### config.mk
export PLATFORM = sky130hd
export DESIGN_NAME = ccpt_channel
export DESIGN_NICKNAME = d
export VERILOG_FILES = /design/src/ccpt_pkg.sv /design/src/ccpt_prescale.sv /design/src/ccpt_compare.sv /design/src/ccpt_channel.sv
export SDC_FILE = /design/constraint.sdc
export NUM_CORES = 1
export LEC_CHECK = 0
export ABC_AREA = 0
export BUFFER_PORTS_ARGS = -buffer_cell sky130_fd_sc_hd__buf_2
export CAP_MARGIN = 20
export CORE_UTILIZATION = 50
export DETAILED_ROUTE_END_ITERATION = 16
export PLACE_DENSITY = 0.74
export SLEW_MARGIN = 0
export SYNTH_ARGS = -nofsm -noshare
export SYNTH_HDL_FRONTEND = slang
export SYNTH_HIERARCHICAL = 1
export SYNTH_SLANG_ARGS = --single-unit
### constraint.sdc
create_clock -name i_ref_clk -period 2.9 [get_ports i_ref_clk]
set_clock_uncertainty 0.05 [all_clocks]
set_input_delay 0 -clock i_ref_clk [delete_from_list [all_inputs] [get_ports i_ref_clk]]
set_output_delay 0 -clock i_ref_clk [all_outputs]
set_load 0.02 [all_outputs]
### src/ccpt_pkg.sv
// shared constants and types for the compare tail and pwm channel
package ccpt_pkg;

  // ---------------------------------------------------------------
  // register map (word index on the avalon address)
  // ---------------------------------------------------------------
  localparam int unsigned ADDR_W      = 3;
  localparam logic [2:0] REG_CTRL     = 3'h0;
  localparam logic [2:0] REG_DUTY     = 3'h1;
  localparam logic [2:0] REG_PLIMIT   = 3'h2;
  localparam logic [2:0] REG_TCTRL    = 3'h3;
  localparam logic [2:0] REG_STATUS   = 3'h4;
  localparam logic [2:0] REG_IENABLE  = 3'h5;
  localparam logic [2:0] REG_COUNTER  = 3'h6;

  // ---------------------------------------------------------------
  // field positions
  // ---------------------------------------------------------------
  localparam int unsigned CTRL_EN_BIT   = 7;
  localparam int unsigned CTRL_OUT_BIT  = 5;
  localparam int unsigned CTRL_LEFT_BIT = 4;
  localparam int unsigned TCTRL_ON_BIT  = 0;
  localparam int unsigned TCTRL_PS_LSB  = 1;
  localparam int unsigned STAT_EVT_BIT  = 0;
  localparam int unsigned STAT_TMR_BIT  = 1;
  localparam int unsigned IE_CMP_BIT    = 0;

  // ---------------------------------------------------------------
  // reset values
  // ---------------------------------------------------------------
  localparam logic [7:0]  CTRL_RST   = 8'h00;
  localparam logic [15:0] DUTY_RST   = 16'h0000;
  localparam logic [7:0]  PLIMIT_RST = 8'hFF;
  localparam logic [2:0]  TCTRL_RST  = 3'h0;

  // ---------------------------------------------------------------
  // timing: instruction clock is the system clock divided by four
  // ---------------------------------------------------------------
  localparam int unsigned INSTR_DIV  = 4;

  // ---------------------------------------------------------------
  // mode field codes
  // ---------------------------------------------------------------
  localparam logic [3:0] MODE_OFF       = 4'h0;
  localparam logic [3:0] MODE_TOG_CLR   = 4'h1;
  localparam logic [3:0] MODE_TOG       = 4'h2;
  localparam logic [3:0] MODE_SET       = 4'h8;
  localparam logic [3:0] MODE_CLR       = 4'h9;
  localparam logic [3:0] MODE_PULSE     = 4'hA;
  localparam logic [3:0] MODE_PULSE_CLR = 4'hB;

  typedef enum logic [1:0] {OP_OFF, OP_CAPTURE, OP_COMPARE, OP_PWM}
    ccpt_op_t;

  function automatic ccpt_op_t ccpt_op_of(input logic [3:0] mode);
    ccpt_op_t op;
    op = OP_OFF;
    case (mode)
      MODE_OFF:                         op = OP_OFF;
      MODE_TOG_CLR, MODE_TOG,
      MODE_SET, MODE_CLR,
      MODE_PULSE, MODE_PULSE_CLR:       op = OP_COMPARE;
      4'hC, 4'hD, 4'hE, 4'hF:           op = OP_PWM;
      default:                          op = OP_CAPTURE;
    endcase
    return op;
  endfunction

endpackage

### src/ccpt_prescale.sv
// system clock phase, instruction enable and period timer prescaler
`timescale 1ns/1ps
`default_nettype none
module ccpt_prescale
  import ccpt_pkg::*;
(
  // clock and reset
  input  wire logic       i_ref_clk,
  input  wire logic       i_sys_rst,
  // control
  input  wire logic       i_run,
  input  wire logic [1:0] i_ps_sel,
  // time base
  output logic            o_tick,
  output logic [1:0]      o_ext
);

  logic [1:0] ph_q;
  logic [5:0] pre_q;
  logic [5:0] pre_top;
  logic       instr_en;
  logic       pre_wrap;

  // ---------------------------------------------------------------
  // dividers
  // ---------------------------------------------------------------
  assign instr_en = (ph_q == 2'(INSTR_DIV - 1));
  assign pre_top  = (i_ps_sel == 2'h0) ? 6'h00 :
                    (i_ps_sel == 2'h1) ? 6'h03 :
                    (i_ps_sel == 2'h2) ? 6'h0F : 6'h3F;
  // a count past the top wraps at once, so a smaller prescale applies
  assign pre_wrap = (pre_q >= pre_top);
  assign o_tick   = i_run && instr_en && pre_wrap;
  // low bits come from clock phase at 1:1, else from prescaler
  assign o_ext    = (i_ps_sel == 2'h0) ? ph_q :
                    (i_ps_sel == 2'h1) ? pre_q[1:0] :
                    (i_ps_sel == 2'h2) ? pre_q[3:2] : pre_q[5:4];

  always_ff @(posedge i_ref_clk)
  begin
    if (i_sys_rst)
    begin
      ph_q  <= 2'h0;
      pre_q <= 6'h00;
    end
    else if (i_run)
    begin
      ph_q <= ph_q + 2'h1;
      if (instr_en)
        pre_q <= pre_wrap ? 6'h00 : pre_q + 6'h01;
    end
  end

endmodule
`default_nettype wire

### src/ccpt_compare.sv
// compare match event, conversion trigger and timer clear
`timescale 1ns/1ps
`default_nettype none
module ccpt_compare
  import ccpt_pkg::*;
(
  // clock and reset
  input  wire logic        i_ref_clk,
  input  wire logic        i_sys_rst,
  // control
  input  wire logic        i_enable,
  input  wire logic        i_clears_timer,
  input  wire logic        i_trig_sel,
  input  wire logic [15:0] i_timer,
  input  wire logic [15:0] i_value,
  // results
  output logic             o_evt,
  output logic             o_adc_trig,
  output logic             o_timer_clr
);

  logic match;
  logic match_q;
  logic pend_q;

  assign match = i_enable && (i_timer == i_value);
  assign o_evt = match && !match_q;

  always_ff @(posedge i_ref_clk)
  begin
    if (i_sys_rst)
    begin
      match_q     <= 1'b0;
      pend_q      <= 1'b0;
      o_adc_trig  <= 1'b0;
      o_timer_clr <= 1'b0;
    end
    else
    begin
      match_q     <= match;
      o_adc_trig  <= o_evt && i_trig_sel;
      pend_q      <= o_evt && i_clears_timer;
      // reset only if the match still holds one edge later
      o_timer_clr <= pend_q && match;
    end
  end

  a_trig_on_match: assert property (
    @(posedge i_ref_clk) disable iff (i_sys_rst)
    o_evt && i_trig_sel |=> o_adc_trig)
    else $error("trigger missing after compare match");

  a_clr_withdrawn: assert property (
    @(posedge i_ref_clk) disable iff (i_sys_rst)
    pend_q && !match |=> !o_timer_clr)
    else $error("timer reset despite removed match");

endmodule
`default_nettype wire

### src/ccpt_channel.sv
// compare output tail and ten-bit pwm channel with avalon registers
//
// Notes on behaviour
// - writing zero to control forces the compare output latch low
// - compare and pwm modes set event flag; compare match may fire conversion trigger
// - removed match between trigger and reset edge cancels timer reset
// - sleep compare works only with running timer; enabled event wakes
// - channel output also offered to other on-chip peripherals
// - period is (limit+1) times four clocks times prescale
// - after limit match: clear timer, load duty buffer, then set output unless buffer is zero
// - timer postscaler never affects pwm period
// - duty register writable anytime; used only after period match
// - ten-bit duty taken from register by alignment bit
// - time base is timer plus two phase or prescaler bits
// - output goes low when time base equals buffered duty
// - high time is duty times clock period times prescale
// - resolution reaches ten bits only with limit 255
// - duty beyond period leaves the output unchanged
// - four-bit mode field selects off, compare, capture or pwm
// - alignment bit used only in pwm mode
// - sleep stops period timer and freezes pwm state
`timescale 1ns/1ps
`default_nettype none
module ccpt_channel
  import ccpt_pkg::*;
(
  // clock and reset
  input  wire logic                      i_ref_clk,
  input  wire logic                      i_sys_rst,
  // avalon-mm slave
  input  wire logic [ccpt_pkg::ADDR_W-1:0] i_avs_address,
  input  wire logic                      i_avs_read,
  input  wire logic                      i_avs_write,
  input  wire logic [3:0]                i_avs_byteenable,
  input  wire logic [31:0]               i_avs_writedata,
  output logic [31:0]                    o_avs_readdata,
  output logic                           o_avs_waitrequest,
  // compare time base and system
  input  wire logic [15:0]               i_cmp_timer,
  input  wire logic                      i_cmp_timer_alive,
  input  wire logic                      i_adc_trig_sel,
  input  wire logic                      i_sleep,
  // results
  output logic                           o_channel_output,
  output logic                           o_channel_internal,
  output logic                           o_adc_trig,
  output logic                           o_cmp_timer_clr,
  output logic                           o_wake
);

  // ---------------------------------------------------------------
  // registers
  // ---------------------------------------------------------------
  logic [7:0]  ctrl_q;
  logic [15:0] duty_q;
  logic [7:0]  plimit_q;
  logic [2:0]  tctrl_q;
  logic [1:0]  flag_q;
  logic        ie_q;
  logic [7:0]  tmr_q;
  logic [9:0]  buf_q;
  logic        out_q;
  logic        pulse_q;
  logic        wait_q;
  logic        wrap_q;

  // ---------------------------------------------------------------
  // decode
  // ---------------------------------------------------------------
  logic        req;
  logic        wr_acc;
  logic        wr_ctrl;
  logic        wr_duty;
  logic        wr_plimit;
  logic        wr_tctrl;
  logic        wr_status;
  logic        wr_ie;
  logic [31:0] rd_mux;
  logic [3:0]  mode;
  ccpt_op_t    op;
  logic        en;
  logic        is_pwm;
  logic        is_cmp;
  logic        run;
  logic        tick;
  logic [1:0]  ext;
  logic        wrap;
  logic [9:0]  tb;
  logic [9:0]  duty10;
  logic        cmp_evt;
  logic        cmp_on;
  logic        clears_tmr;
  logic [1:0]  flag_set;
  logic [1:0]  flag_clr;
  logic        out_d;

  assign req       = i_avs_read || i_avs_write;
  // a write takes effect at the edge where waitrequest is seen low
  assign wr_acc    = i_avs_write && !wait_q;
  assign wr_ctrl   = wr_acc && (i_avs_address == REG_CTRL)
                     && i_avs_byteenable[0];
  assign wr_duty   = wr_acc && (i_avs_address == REG_DUTY);
  assign wr_plimit = wr_acc && (i_avs_address == REG_PLIMIT)
                     && i_avs_byteenable[0];
  assign wr_tctrl  = wr_acc && (i_avs_address == REG_TCTRL)
                     && i_avs_byteenable[0];
  assign wr_status = wr_acc && (i_avs_address == REG_STATUS)
                     && i_avs_byteenable[0];
  assign wr_ie     = wr_acc && (i_avs_address == REG_IENABLE)
                     && i_avs_byteenable[0];

  assign mode   = ctrl_q[3:0];
  assign en     = ctrl_q[CTRL_EN_BIT];
  assign op     = en ? ccpt_op_of(mode) : OP_OFF;
  assign is_pwm = (op == OP_PWM);
  assign is_cmp = (op == OP_COMPARE);
  assign clears_tmr = (mode == MODE_TOG_CLR) || (mode == MODE_PULSE_CLR);

  // unmapped words read as zero and ignore writes
  always_comb
  begin
    rd_mux = 32'h0000_0000;
    case (i_avs_address)
      REG_CTRL:    rd_mux = {24'h00_0000, ctrl_q[7:6], out_q, ctrl_q[4:0]};
      REG_DUTY:    rd_mux = {16'h0000, duty_q};
      REG_PLIMIT:  rd_mux = {24'h00_0000, plimit_q};
      REG_TCTRL:   rd_mux = {29'h0000_0000, tctrl_q};
      REG_STATUS:  rd_mux = {30'h0000_0000, flag_q};
      REG_IENABLE: rd_mux = {31'h0000_0000, ie_q};
      REG_COUNTER: rd_mux = {22'h00_0000, tb};
      default:     rd_mux = 32'h0000_0000;
    endcase
  end

  // ---------------------------------------------------------------
  // avalon slave: one wait cycle, then answer
  // ---------------------------------------------------------------
  always_ff @(posedge i_ref_clk)
  begin
    if (i_sys_rst)
    begin
      wait_q         <= 1'b1;
      o_avs_readdata <= 32'h0000_0000;
    end
    else
    begin
      wait_q <= !(req && wait_q);
      if (req && wait_q)
        o_avs_readdata <= rd_mux;
    end
  end

  assign o_avs_waitrequest = wait_q;

  // ---------------------------------------------------------------
  // software registers
  // ---------------------------------------------------------------
  genvar gb;
  generate
    for (gb = 0; gb < 2; gb++)
    begin : g_duty_lane
      // either byte may change anytime; the pwm sees only the buffer
      always_ff @(posedge i_ref_clk)
      begin
        if (i_sys_rst)
          duty_q[gb*8 +: 8] <= DUTY_RST[gb*8 +: 8];
        else if (wr_duty && i_avs_byteenable[gb])
          duty_q[gb*8 +: 8] <= i_avs_writedata[gb*8 +: 8];
      end
    end
  endgenerate

  always_ff @(posedge i_ref_clk)
  begin
    if (i_sys_rst)
    begin
      ctrl_q   <= CTRL_RST;
      plimit_q <= PLIMIT_RST;
      tctrl_q  <= TCTRL_RST;
      ie_q     <= 1'b0;
    end
    else
    begin
      if (wr_ctrl)
        ctrl_q <= i_avs_writedata[7:0];
      if (wr_plimit)
        plimit_q <= i_avs_writedata[7:0];
      if (wr_tctrl)
        tctrl_q <= i_avs_writedata[2:0];
      if (wr_ie)
        ie_q <= i_avs_writedata[IE_CMP_BIT];
    end
  end

  // ---------------------------------------------------------------
  // period timer and time base
  // ---------------------------------------------------------------
  // sleep stops the timer; counting resumes from the held state
  assign run = tctrl_q[TCTRL_ON_BIT] && !i_sleep;
  // caller keeps the timer on the instruction clock, so no other source
  ccpt_prescale u_prescale
  (
    .i_ref_clk (i_ref_clk),
    .i_sys_rst (i_sys_rst),
    .i_run     (run),
    .i_ps_sel  (tctrl_q[TCTRL_PS_LSB +: 2]),
    .o_tick    (tick),
    .o_ext     (ext)
  );
  // no postscaler on this path, so period is limit, clock and prescale
  assign wrap = tick && (tmr_q == plimit_q);
  assign tb   = {tmr_q, ext};
  // left-aligned takes the upper ten bits, right-aligned the lower
  assign duty10 = ctrl_q[CTRL_LEFT_BIT] ? duty_q[15:6]
                                        : duty_q[9:0];

  always_ff @(posedge i_ref_clk)
  begin
    if (i_sys_rst)
    begin
      tmr_q <= 8'h00;
      buf_q <= 10'h000;
    end
    else if (tick)
    begin
      if (wrap)
      begin
        tmr_q <= 8'h00;
        buf_q <= duty10;
      end
      else
        tmr_q <= tmr_q + 8'h01;
    end
  end

  // ---------------------------------------------------------------
  // compare engine
  // ---------------------------------------------------------------
  // in sleep only an independently clocked timer keeps matching
  assign cmp_on = is_cmp && (!i_sleep || i_cmp_timer_alive);
  ccpt_compare u_compare
  (
    .i_ref_clk      (i_ref_clk),
    .i_sys_rst      (i_sys_rst),
    .i_enable       (cmp_on),
    .i_clears_timer (clears_tmr),
    .i_trig_sel     (i_adc_trig_sel),
    .i_timer        (i_cmp_timer),
    .i_value        (duty_q),
    .o_evt          (cmp_evt),
    .o_adc_trig     (o_adc_trig),
    .o_timer_clr    (o_cmp_timer_clr)
  );

  // ---------------------------------------------------------------
  // output latch
  // ---------------------------------------------------------------
  always_comb
  begin
    out_d = out_q;
    if (wr_ctrl && (i_avs_writedata[7:0] == 8'h00))
      out_d = 1'b0;
    else if (is_pwm && wrap_q)
      out_d = (buf_q != 10'h000);
    else if (is_pwm && (tb == buf_q))
      // duty beyond the period never matches, so the level just holds
      out_d = 1'b0;
    else if (pulse_q)
      out_d = 1'b0;
    else if (cmp_evt)
    begin
      case (mode)
        MODE_TOG_CLR, MODE_TOG:    out_d = !out_q;
        MODE_SET:                  out_d = 1'b1;
        MODE_CLR:                  out_d = 1'b0;
        MODE_PULSE, MODE_PULSE_CLR: out_d = 1'b1;
        default:                   out_d = out_q;
      endcase
    end
  end

  always_ff @(posedge i_ref_clk)
  begin
    if (i_sys_rst)
    begin
      out_q              <= 1'b0;
      pulse_q            <= 1'b0;
      wrap_q             <= 1'b0;
      o_channel_output   <= 1'b0;
      o_channel_internal <= 1'b0;
    end
    else
    begin
      out_q              <= out_d;
      pulse_q            <= cmp_evt && ((mode == MODE_PULSE)
                            || (mode == MODE_PULSE_CLR));
      wrap_q             <= wrap; // lag keeps high time exact
      o_channel_output   <= out_d;
      o_channel_internal <= out_d;
    end
  end

  // ---------------------------------------------------------------
  // event flags and wake
  // ---------------------------------------------------------------
  assign flag_set = {wrap, cmp_evt || (is_pwm && wrap)};
  assign flag_clr = wr_status ? i_avs_writedata[1:0] : 2'b00;

  always_ff @(posedge i_ref_clk)
  begin
    if (i_sys_rst)
    begin
      flag_q <= 2'b00;
      o_wake <= 1'b0;
    end
    else
    begin
      // a set in the clearing cycle wins
      flag_q <= (flag_q & ~flag_clr) | flag_set;
      o_wake <= i_sleep && ie_q && flag_q[STAT_EVT_BIT];
    end
  end

  // ---------------------------------------------------------------
  // checks
  // ---------------------------------------------------------------
  a_zero_ctrl_low: assert property (
    @(posedge i_ref_clk) disable iff (i_sys_rst)
    wr_ctrl && (i_avs_writedata[7:0] == 8'h00) |=> !o_channel_output)
    else $error("zero control write left output high");
  a_period_wrap: assert property (
    @(posedge i_ref_clk) disable iff (i_sys_rst)
    wrap |=> (tmr_q == 8'h00) && (buf_q == $past(duty10)))
    else $error("period match did not restart timer and buffer");
  a_pwm_goes_high: assert property (
    @(posedge i_ref_clk) disable iff (i_sys_rst)
    is_pwm && wrap_q && !wr_ctrl && (buf_q != 10'h000)
      |=> o_channel_output)
    else $error("pwm output not set at period start");
  a_pwm_match_low: assert property (
    @(posedge i_ref_clk) disable iff (i_sys_rst)
    is_pwm && !wrap_q && (tb == buf_q) |=> !o_channel_output)
    else $error("pwm output not cleared at duty match");
  a_sleep_freeze: assert property (
    @(posedge i_ref_clk) disable iff (i_sys_rst)
    i_sleep |=> $stable(tmr_q) && $stable(buf_q))
    else $error("period timer moved during sleep");
  a_flag_set_wins: assert property (
    @(posedge i_ref_clk) disable iff (i_sys_rst)
    cmp_evt |=> flag_q[STAT_EVT_BIT])
    else $error("compare event flag not set");
  a_bus_answer: assert property (
    @(posedge i_ref_clk) disable iff (i_sys_rst)
    req && wait_q |=> !o_avs_waitrequest ##1 o_avs_waitrequest)
    else $error("bus answer not one wait cycle");
  a_internal_copy: assert property (
    @(posedge i_ref_clk) disable iff (i_sys_rst)
    o_channel_internal == o_channel_output)
    else $error("internal copy differs from channel output");

endmodule
`default_nettype wire

# Yosys cells after proc, flatten, opt, wreduce, memory -nomap -nowiden
# Memories as Yosys holds them, arrays and structs flattened. A register that Yosys moved wholly into a read port is not among the register bits.
# Index checks and enable logic that the tools add are counted.
# totals
in_bits	62
out_inout_bits	38
register_bits	105
word_cells	122
mem_bits_ro	32
mem_count	1
# classes
n_lt_le_gt_ge	1
bitwise_logic	3
n_mux	19
eq_ne	20
reduce_logical	54
n_addsub	3
# memory_table
memory	words	width	rd	rd_ports_with_merged_regs	write_ports	line_no	source
(no name shown)	16	2	1	1	0	ccpt_pkg.sv:58	case (mode)
# op_table
operator	n
$pmux 16 s7	1
$logic_and 1x1->1	32
$mux 6	4
$eq 16x16->1	1
$eq 4x4->1 const B	4
$eq 10x10->1	1
$mux 10	1
$mux 2	5
$reduce_bool 10->1	1
$eq 3x3->1 const B	3
$add 8x1->8 const B	1
$eq 2x2->1 const B	4
$eq 8x8->1	1
$logic_not 8->1	1
$mux 4	2
$mux 8	1
$add 6x1->6 const B	1
$eq 3x2->1 const B	2
$ge 6x6->1	1
$reduce_and 2->1	3
$reduce_bool 6->1	1
$logic_not 1->1	5
$logic_or 1x1->1	5
$eq 4x1->1 const B	1
14 further kinds	18

# Longest topological paths before layout
# Gate-level depths: netlist of the first run.
# depth
depth_word	10
mapped_depth	11
mapped_depth_nobuf	10

# Hierarchy
# Netlist of the first run, hierarchy kept.
# modules_own_cells
module	area_each_um2	cells_per_inst	n_inst	seq_area_each_um2
ccpt_channel	3996.3	450	1	1561.5
ccpt_prescale	568.0	61	1	160.2
ccpt_compare	340.3	40	1	80.1

# Worst setup path after synthesis of the first run
# Ideal clock, no wire load.
# synth_path
path_type	flip-flop to flip-flop
start	register tctrl_q[0]
end	register buf_q[1]
path_slack_ns	0.543
t_required_ns	2.727
n_path_buf	2
arrival_time_ns	2.184
period_less_slack_ns	2.357
setup_time_ns	0.123
stages_incl_launch_ff	10
path_cell_list	dfxtp_1 > nor2b_1 > nand2_1 > nor3_1 > o21a_1 > clkbuf_1 > nand2_1 > nor3_2 > buf_4 > mux2_1
# synth_via
elab_chain_cells	5
# synth_lines
element	line_no	source
start: declaration	ccpt_channel.sv:57	logic [2:0] tctrl_q;
start signal: assignment	ccpt_channel.sv:189	tctrl_q <= i_avs_writedata[2:0];
$logic_and 1x1->1 (*)	ccpt_channel.sv:199	assign run = tctrl_q[TCTRL_ON_BIT] && !i_sleep;
via run	ccpt_channel.sv:84	logic run;
$logic_and 1x1->1 (*) (2 in series)	ccpt_prescale.sv:33	assign o_tick = i_run && instr_en && pre_wrap;
via tick	ccpt_channel.sv:85	logic tick;
$logic_and 1x1->1	ccpt_channel.sv:211	assign wrap = tick && (tmr_q == plimit_q);
$reduce_and 2->1 (no source line) (*)	n/a	
end signal: assignment	ccpt_channel.sv:229	buf_q <= duty10;
end: declaration	ccpt_channel.sv:61	logic [9:0] buf_q;
# Mark *: on every way through the listed nets, which the timed path passes. The rest lies on a longest branch.
# A chain may end at the register's enable or synchronous reset.

# Worst setup path in the final report of the first run
# layout_path
start	input i_sleep
end	register out_q
# layout_via
elab_chain_cells	7
# layout_lines
element	line_no	source
start: declaration	ccpt_channel.sv:42	input wire logic i_sleep,
$logic_not 1->1	ccpt_channel.sv:240	assign cmp_on = is_cmp && (!i_sleep || i_cmp_timer_alive);
$logic_or 1x1->1	ccpt_channel.sv:240	
$logic_and 1x1->1	ccpt_channel.sv:240	
via cmp_on	ccpt_channel.sv:91	logic cmp_on;
$logic_and 1x1->1	ccpt_compare.sv:26	assign match = i_enable && (i_timer == i_value);
$logic_and 1x1->1	ccpt_compare.sv:27	assign o_evt = match && !match_q;
via cmp_evt	ccpt_channel.sv:90	logic cmp_evt;
$reduce_bool 4->1 (no source line)	n/a	
$reduce_and 2->1 (no source line)	n/a	
end signal: assignment	ccpt_channel.sv:294	out_q <= out_d;
end: declaration	ccpt_channel.sv:62	logic out_q;
# The timed path passes the listed nets, and every way through them passes these cells.

==> impl_metrics.csv, run 1 <==
group,metric,value,unit
floorplanning,ios,100,
clock_network,htree_levels,3,
clock_network,clk_pin_slew_worst_paths,80,ps
global_route,largest_net_degree_at_the_start_of_global_routing,52,
setup_path,critPathSlowestCell,"sky130_fd_sc_hd__or4_4",
floorplanning,dieWidth,101,um
synth,netlist.top_cell.by_area,"sky130_fd_sc_hd__dfxtp_1",
synth,number_of_enable_flip_flop_cells_after_synthesis,0,
setup_path,most_repeated_library_cell_on_the_critical_path,"sky130_fd_sc_hd__nor3_1",
setup_path,worst_ep_arrival_time,2820,ps
route,drt_first_pass_iters,5,
route,drc_violations,0,
timing,max_slew_margin,38.6,%
clock_network,cts_tree,"done",
floorplanning,dieArea,10200,um2
layout,syn_to_final_growth,14.1,%
power_and_ir_drop,report.power.total,0.00231,W
clock_network,worst_skew_pair.late_latency,360,ps
synth,flip_flop_cell_with_the_highest_count_after_synthesis,"sky130_fd_sc_hd__dfxtp_1",
clock_network,cts.sinks,90,
setup_path,setup.worst_path.end_class,"flip-flop",
global_route,grt_first_pass_wirelength,20.5,mm
timing,setup_violations,0,
power_and_ir_drop,p_leak,2.18,nW
timing,setup_repair_after_global_routing_missed_its_margin,"false",
min_path,hold_class,"in -> reg",
setup_path,worstSetupPathType,"in -> reg",
synth,synthesis.yosys.warnings,6,
synth,synth_top_cell_area_share,36.7,%
layout,layout-drive-gt1-share,17.9,%
floorplanning,core,9370,um2
clock_network,clock-root-buffer,"sky130_fd_sc_hd__clkbuf_8",
setup_path,critPathBufInv,3,
placement,routabilityCongestion,0.968,
power_and_ir_drop,peak_supply_drop,0.000235,V
synth,synthesis.area,4900,um2
layout,count_of_inserted_antenna_diode_cells,0,
setup_path,crit_path_cell_trace,"dlygate4sd3_1 -> buf_2 -> nor2b_1 -> nor3_1 -> nand3_1 -> or4_4 -> nor3_1 -> buf_4 -> nand2b_1 -> a221oi_1 -> mux2i_1 -> nor4_1",
floorplanning,row_count,35,
timing,maxSlewViolCount,0,
synth,synth_seq_cells,90,
timing,hold_viol_final,0,
setup_path,critPathMaxStageDelay,580,ps
placement,io_buffers,65,
synth,synth_seq_area_share,36.7,%
timing,worst_max_slew_pin_slew,920,ps
global_route,grt_overflow_total,0,
synth,avgSynthCellArea,8.90,um2
setup_path,worst_setup_start_kind,"primary input",
placement,place_hpwl,9.38,mm
timing,timing.setup.tns,0,ps
synth,syn_inst,551,
route,ant_nets,0,
synth,ys_types,59,
setup_path,crit_family,"simple AND/OR/NAND/NOR gates",
global_route,grt_usage,26.4,%
synth,most_frequent_cells_after_synthesis,"sky130_fd_sc_hd__dfxtp_1, sky130_fd_sc_hd__nor2_1, sky130_fd_sc_hd__mux2i_1",
clock_network,clk_buf_depth,2,
synth,yosys.cell_count.top_type,"sky130_fd_sc_hd__dfxtp_1",
timing,finalWorstPathRequiredPeriod,2610,ps
route,detail_route.wirelength,12.9,mm
synth,yosys-top-cells-area,"sky130_fd_sc_hd__dfxtp_1, sky130_fd_sc_hd__mux2i_1, sky130_fd_sc_hd__xnor2_1, sky130_fd_sc_hd__nor2_1, sky130_fd_sc_hd__buf_4",
floorplanning,die_height,101,um
layout,nNetsFinal,692,
global_route,first_global_vias,4125,
global_route,grt_antenna_before_repair,0,
timing,achievable-frequency,0.384,GHz
flow_run,cap_violations,0,
route,post_drt_wl_per_cell,17.1,um
setup_path,worst-endpoint-required,3110,ps
route,vias,4239,
floorplanning,start_util,52.3,%
route,drc_violation_total_after_the_first_tritonroute_iteration,398,
timing,fin_crit_sh,89.9,%
setup_path,critical_path.max_fanout,5,
route,route.detailed.vias_per_inst,5.63,
synth,async_reset_ff_share,0,%
run_status,status,"completed",
power_and_ir_drop,power-per-cell-area,413,nW/um2
clock_network,cts_buffers,9,
==> layer usage <==
metal,share of wire [%],GRT usage [%],vias up
met5,0,0,-
met4,2.3,10.1,0
met3,8.6,6.80,22
met2,47,43.0,181
met1,42,33.3,1983
li1,-,-,2053
==> cell type report <==
type,instances,area (um2)
Fill cell,825,3770
Multi-Input combinational cell,403,2780
Sequential cell,90,1800
Timing Repair Buffer,94,588
Tap cell,129,161
Clock buffer,10,128
Inverter,22,82.6
Clock inverter,5,56.3
==> worst register-to-register path, stage by stage (launching register included) <==
cell	delay [ps]
sky130_fd_sc_hd__dfxtp_1	400
sky130_fd_sc_hd__nand2_1	70
sky130_fd_sc_hd__nor3_1	190
sky130_fd_sc_hd__nand3_1	100
sky130_fd_sc_hd__or4_4	580
sky130_fd_sc_hd__nor3_1	210
sky130_fd_sc_hd__buf_4	170
sky130_fd_sc_hd__nand2b_1	70
sky130_fd_sc_hd__a221oi_1	300
sky130_fd_sc_hd__mux2i_1	110
sky130_fd_sc_hd__nor4_1	210
==> where the power goes <==
group	internal, W	switching [W]
registers	0.00124	0.00000871
logic	0.0000864	0.000143
clock network	0.000393	0.000437
total	0.00172	0.000588
==> registers in the layout, summed over array words and instances (netlist names), named ones only <==
name	flops
u_compare/o_timer_clr	1
wrap_q	1
u_compare/match_q	1
o_avs_readdata	16
duty_q	16
o_wake	1
flag_q	2
u_prescale/pre_q	6
u_compare/pend_q	1
buf_q	10
tctrl_q	3
u_compare/o_adc_trig	1
u_prescale/ph_q	2
plimit_q	8
pulse_q	1
o_avs_waitrequest	1
tmr_q	8
ie_q	1
ctrl_q	7
out_q	1
==> path summary, 6_finish.rpt <==
path,end,startpoint,cells past startpoint,slack [ps]
max,out_q,i_sleep,12,290
min,u_compare/o_timer_clr,i_cmp_timer[5],5,40
max reg2reg,out_q,ctrl_q[7],10,340
min reg2reg,o_avs_readdata[1],o_avs_readdata[1],2,400
==> kinds of logic after synthesis <==
| family | after synthesis | share of synthesized area (%) |
|---|---|---|
| XOR/XNOR | 39 | 6.96 |
| adder cells (fa/ha/maj) | 10 | 2.55 |
| multiplexers | 57 | 12.5 |
| other | 1 | 0.0765 |
| flip-flops | 90 | 36.7 |
| AO/OA/AOI/OAI | 84 | 12.4 |
| buffers and inverters | 73 | 7.76 |
| AND/OR/NAND/NOR | 197 | 21.0 |
==> through the flow <==
stage / cells / setup slack (ps) / hold WS, ps / util [%] / area, um2
after floorplan: 566 / 543 / 21.4 / - / 4960
final: 753 / 293 / 36.1 / 59.7 / 5600
after CTS: 753 / 273 / 34.7 / 59.7 / 5600
after global placement: 720 / 428 / 189 / 55.8 / 5230
after global routing: 753 / 35.6 / 42.3 / 59.7 / 5600
after detailed placement: 720 / 364 / 201 / 55.8 / 5230
==> placed cells by master (no fill, tap or decap), types with 11 or more instances in the layout <==
cell	synthesis	routed
sky130_fd_sc_hd__nor3_1	20	20
sky130_fd_sc_hd__buf_2	4	65
sky130_fd_sc_hd__dfxtp_1	90	90
sky130_fd_sc_hd__nand2b_1	11	11
sky130_fd_sc_hd__nor2b_1	15	15
sky130_fd_sc_hd__o21ai_0	13	13
sky130_fd_sc_hd__a22oi_1	18	18
sky130_fd_sc_hd__inv_1	21	21
sky130_fd_sc_hd__xnor2_1	32	32
sky130_fd_sc_hd__mux2i_1	40	40
sky130_fd_sc_hd__conb_1	1	16
sky130_fd_sc_hd__dlygate4sd3_1	0	18
sky130_fd_sc_hd__nand3_1	16	16
sky130_fd_sc_hd__buf_4	21	11
sky130_fd_sc_hd__nand4_1	11	11
sky130_fd_sc_hd__nor2_1	60	60
sky130_fd_sc_hd__nand2_1	26	26
sky130_fd_sc_hd__a21oi_1	15	15
==> what timing repair did <==
action                                  4_1_cts  5_1_grt
hold buffers                                 18        0
setup buffers                                 0        0
endpoints found under the hold margin        27        0
resized for setup                             0        0
endpoints found under the setup margin        0        0
Note: power is estimated with default switching activity, not from simulation.
==> inputs of run 2 (changes only) <==
- clock period: 2.9 -> 2.8 ns (I/O delays scaled with it)
==> run 2 against run 1 <==
Compared with the run above: global-route usage up 0.67 points; total power up 5.1%; worst setup slack worse by 93 ps; combinational power up 5%; design area up 0.36%; utilization up 0.21 points; register-to-register slack worse by 120 ps; wire length up 1.9%; sequential power up 4%; first-iteration DRC count unchanged; non-clock buffer count down 1; critical path type unchanged.
==> impl_metrics.csv, run 2 (same netlist as run 1, synthesis figures left out) <==
group,metric,value,unit
setup_path,critical_path.max_fanout,5,
floorplanning,dieWidth,101,um
floorplanning,start_util,52.3,%
layout,syn_to_final_growth,14.5,%
power_and_ir_drop,peak_supply_drop,0.000207,V
placement,routabilityCongestion,0.942,
route,ant_nets,0,
clock_network,clk_pin_slew_worst_paths,90,ps
route,drt_first_pass_iters,7,
timing,setup_repair_after_global_routing_missed_its_margin,"false",
floorplanning,dieArea,10200,um2
route,route.detailed.vias_per_inst,5.69,
clock_network,worst_skew_pair.late_latency,370,ps
global_route,grt_first_pass_wirelength,20.9,mm
timing,maxSlewViolCount,0,
layout,layout.core_utilization,59.9,%
setup_path,worst-endpoint-required,3020,ps
route,drc_violation_total_after_the_first_tritonroute_iteration,398,
global_route,first_global_vias,4050,
clock_network,clk_buf_depth,2,
timing,hold_viol_final,0,
global_route,largest_net_degree_at_the_start_of_global_routing,49,
timing,max_slew_margin,41.9,%
floorplanning,ios,100,
timing,setup_violations,0,
floorplanning,row_count,35,
min_path,hold_class,"in -> reg",
setup_path,worst_setup_start_kind,"primary input",
setup_path,crit_path_cell_trace,"dlygate4sd3_1 -> buf_2 -> nor2b_1 -> nor3_1 -> nand3_1 -> or4_4 -> nor3_1 -> buf_4 -> nand2b_1 -> a221oi_2 -> mux2i_1 -> nor4_1",
route,vias,4281,
timing,timing.setup.tns,0,ps
flow_run,cap_violations,0,
layout,layout.cells.most_common,"sky130_fd_sc_hd__dfxtp_1",
floorplanning,core,9370,um2
run_status,status,"completed",
clock_network,cts.sinks,90,
clock_network,clock-root-buffer,"sky130_fd_sc_hd__clkbuf_8",
clock_network,htree_levels,3,
setup_path,critPathSlowestCell,"sky130_fd_sc_hd__or4_4",
timing,finalWorstPathRequiredPeriod,2600,ps
route,post_drt_wl_per_cell,17.4,um
global_route,grt_antenna_before_repair,0,
layout,count_of_inserted_antenna_diode_cells,0,
layout,nNetsFinal,691,
layout,mostFrequentLayoutCells,"sky130_fd_sc_hd__dfxtp_1, sky130_fd_sc_hd__buf_2, sky130_fd_sc_hd__nor2_1, sky130_fd_sc_hd__mux2i_1, sky130_fd_sc_hd__xnor2_1",
timing,fin_crit_sh,92.8,%
layout,reg_top3,"duty_q: 16 flops, o_avs_readdata: 16 flops, buf_q: 10 flops",
global_route,grt_usage,27.0,%
timing,worst_max_slew_pin_slew,872,ps
floorplanning,die_height,101,um
power_and_ir_drop,p_leak,2.18,nW
clock_network,cts_buffers,9,
placement,io_buffers,65,
layout,layout-drive-gt1-share,18.3,%
setup_path,critPathMaxStageDelay,590,ps
setup_path,setup.worst_path.end_class,"flip-flop",
setup_path,worst_ep_arrival_time,2820,ps
power_and_ir_drop,power-per-cell-area,433,nW/um2
route,detail_route.wirelength,13.1,mm
layout,filler_cell_count,826,
global_route,grt_overflow_total,0,
setup_path,most_repeated_library_cell_on_the_critical_path,"sky130_fd_sc_hd__nor3_1",
timing,achievable-frequency,0.385,GHz
route,drc_violations,0,
placement,place_hpwl,9.34,mm
clock_network,cts_tree,"done",
setup_path,worstSetupPathType,"in -> reg",
==> run 2: cell count changes in the layout (fill, tap and decap cells not counted), sizes merged <==
cell	change
inv	+1
buf	-1
clkinvlp	+1
clkbuf	-1
==> run 2: path summary, 6_finish.rpt <==
path | from | to | slack [ps] | depth (start not counted)
hold reg to reg | o_avs_readdata[3] | o_avs_readdata[3] | 400 | 2
hold / removal | i_avs_address[0] | ie_q | 30 | 4
setup / recovery | i_sleep | out_q | 200 | 12
setup reg to reg | ctrl_q[7] | out_q | 220 | 10
==> run 2: critical path, delay by kind of cell <==
family | cells | cell delay [ps]
buffers and inverters | 3 | 840
and+or+nand+nor | 7 | 1610
AOI/OAI and AO/OA | 1 | 280
muxes | 1 | 100
==> run 2: timing repair <==
item,CTS,global route
setup buffers,0,0
setup endpoints to repair,0,1
hold buffers,18,0
hold endpoints to repair,32,0
resized for setup,0,1
==> run 2: routing by layer <==
layer	up-vias	global-route usage, %	wire length (um)
li1	2042	-	-
met2	189	45.1	6330
met5	-	0	0
met3	19	4.72	974
met4	0	10.6	212
met1	2031	34.6	5590
==> run 2: area by class of cell <==
| type | count | area (um2) | area share (%) |
|---|---|---|---|
| timing repair buffer | 93 | 593 | 10.6 |
| clock buffer | 9 | 124 | 2.21 |
| tap | 129 | 161 | 2.87 |
| sequential | 90 | 1800 | 32.1 |
| clock inverter | 7 | 68.8 | 1.23 |
| inverter | 22 | 82.6 | 1.47 |
| multi-input combinational | 403 | 2790 | 49.6 |
==> run 2: power by group <==
group | switching [W] | internal, W
Combinational | 0.000150 | 0.0000906
Sequential | 0.00000879 | 0.00129
Clock | 0.000480 | 0.000411
Total | 0.000640 | 0.00179
==> run 2: per-stage QoR <==
stage               hold slack (ps)  total power, W  cells  cell area [um2]  setup WS [ps]
detailed placement              198         0.00155    719             5240            225
global placement                192         0.00154    719             5240            337
global route                   63.7         0.00251    753             5620           27.3
finish                         32.0         0.00243    753             5620            201
CTS                            23.0         0.00244    753             5610            161
floorplan                      21.4         0.00148    566             4960            443
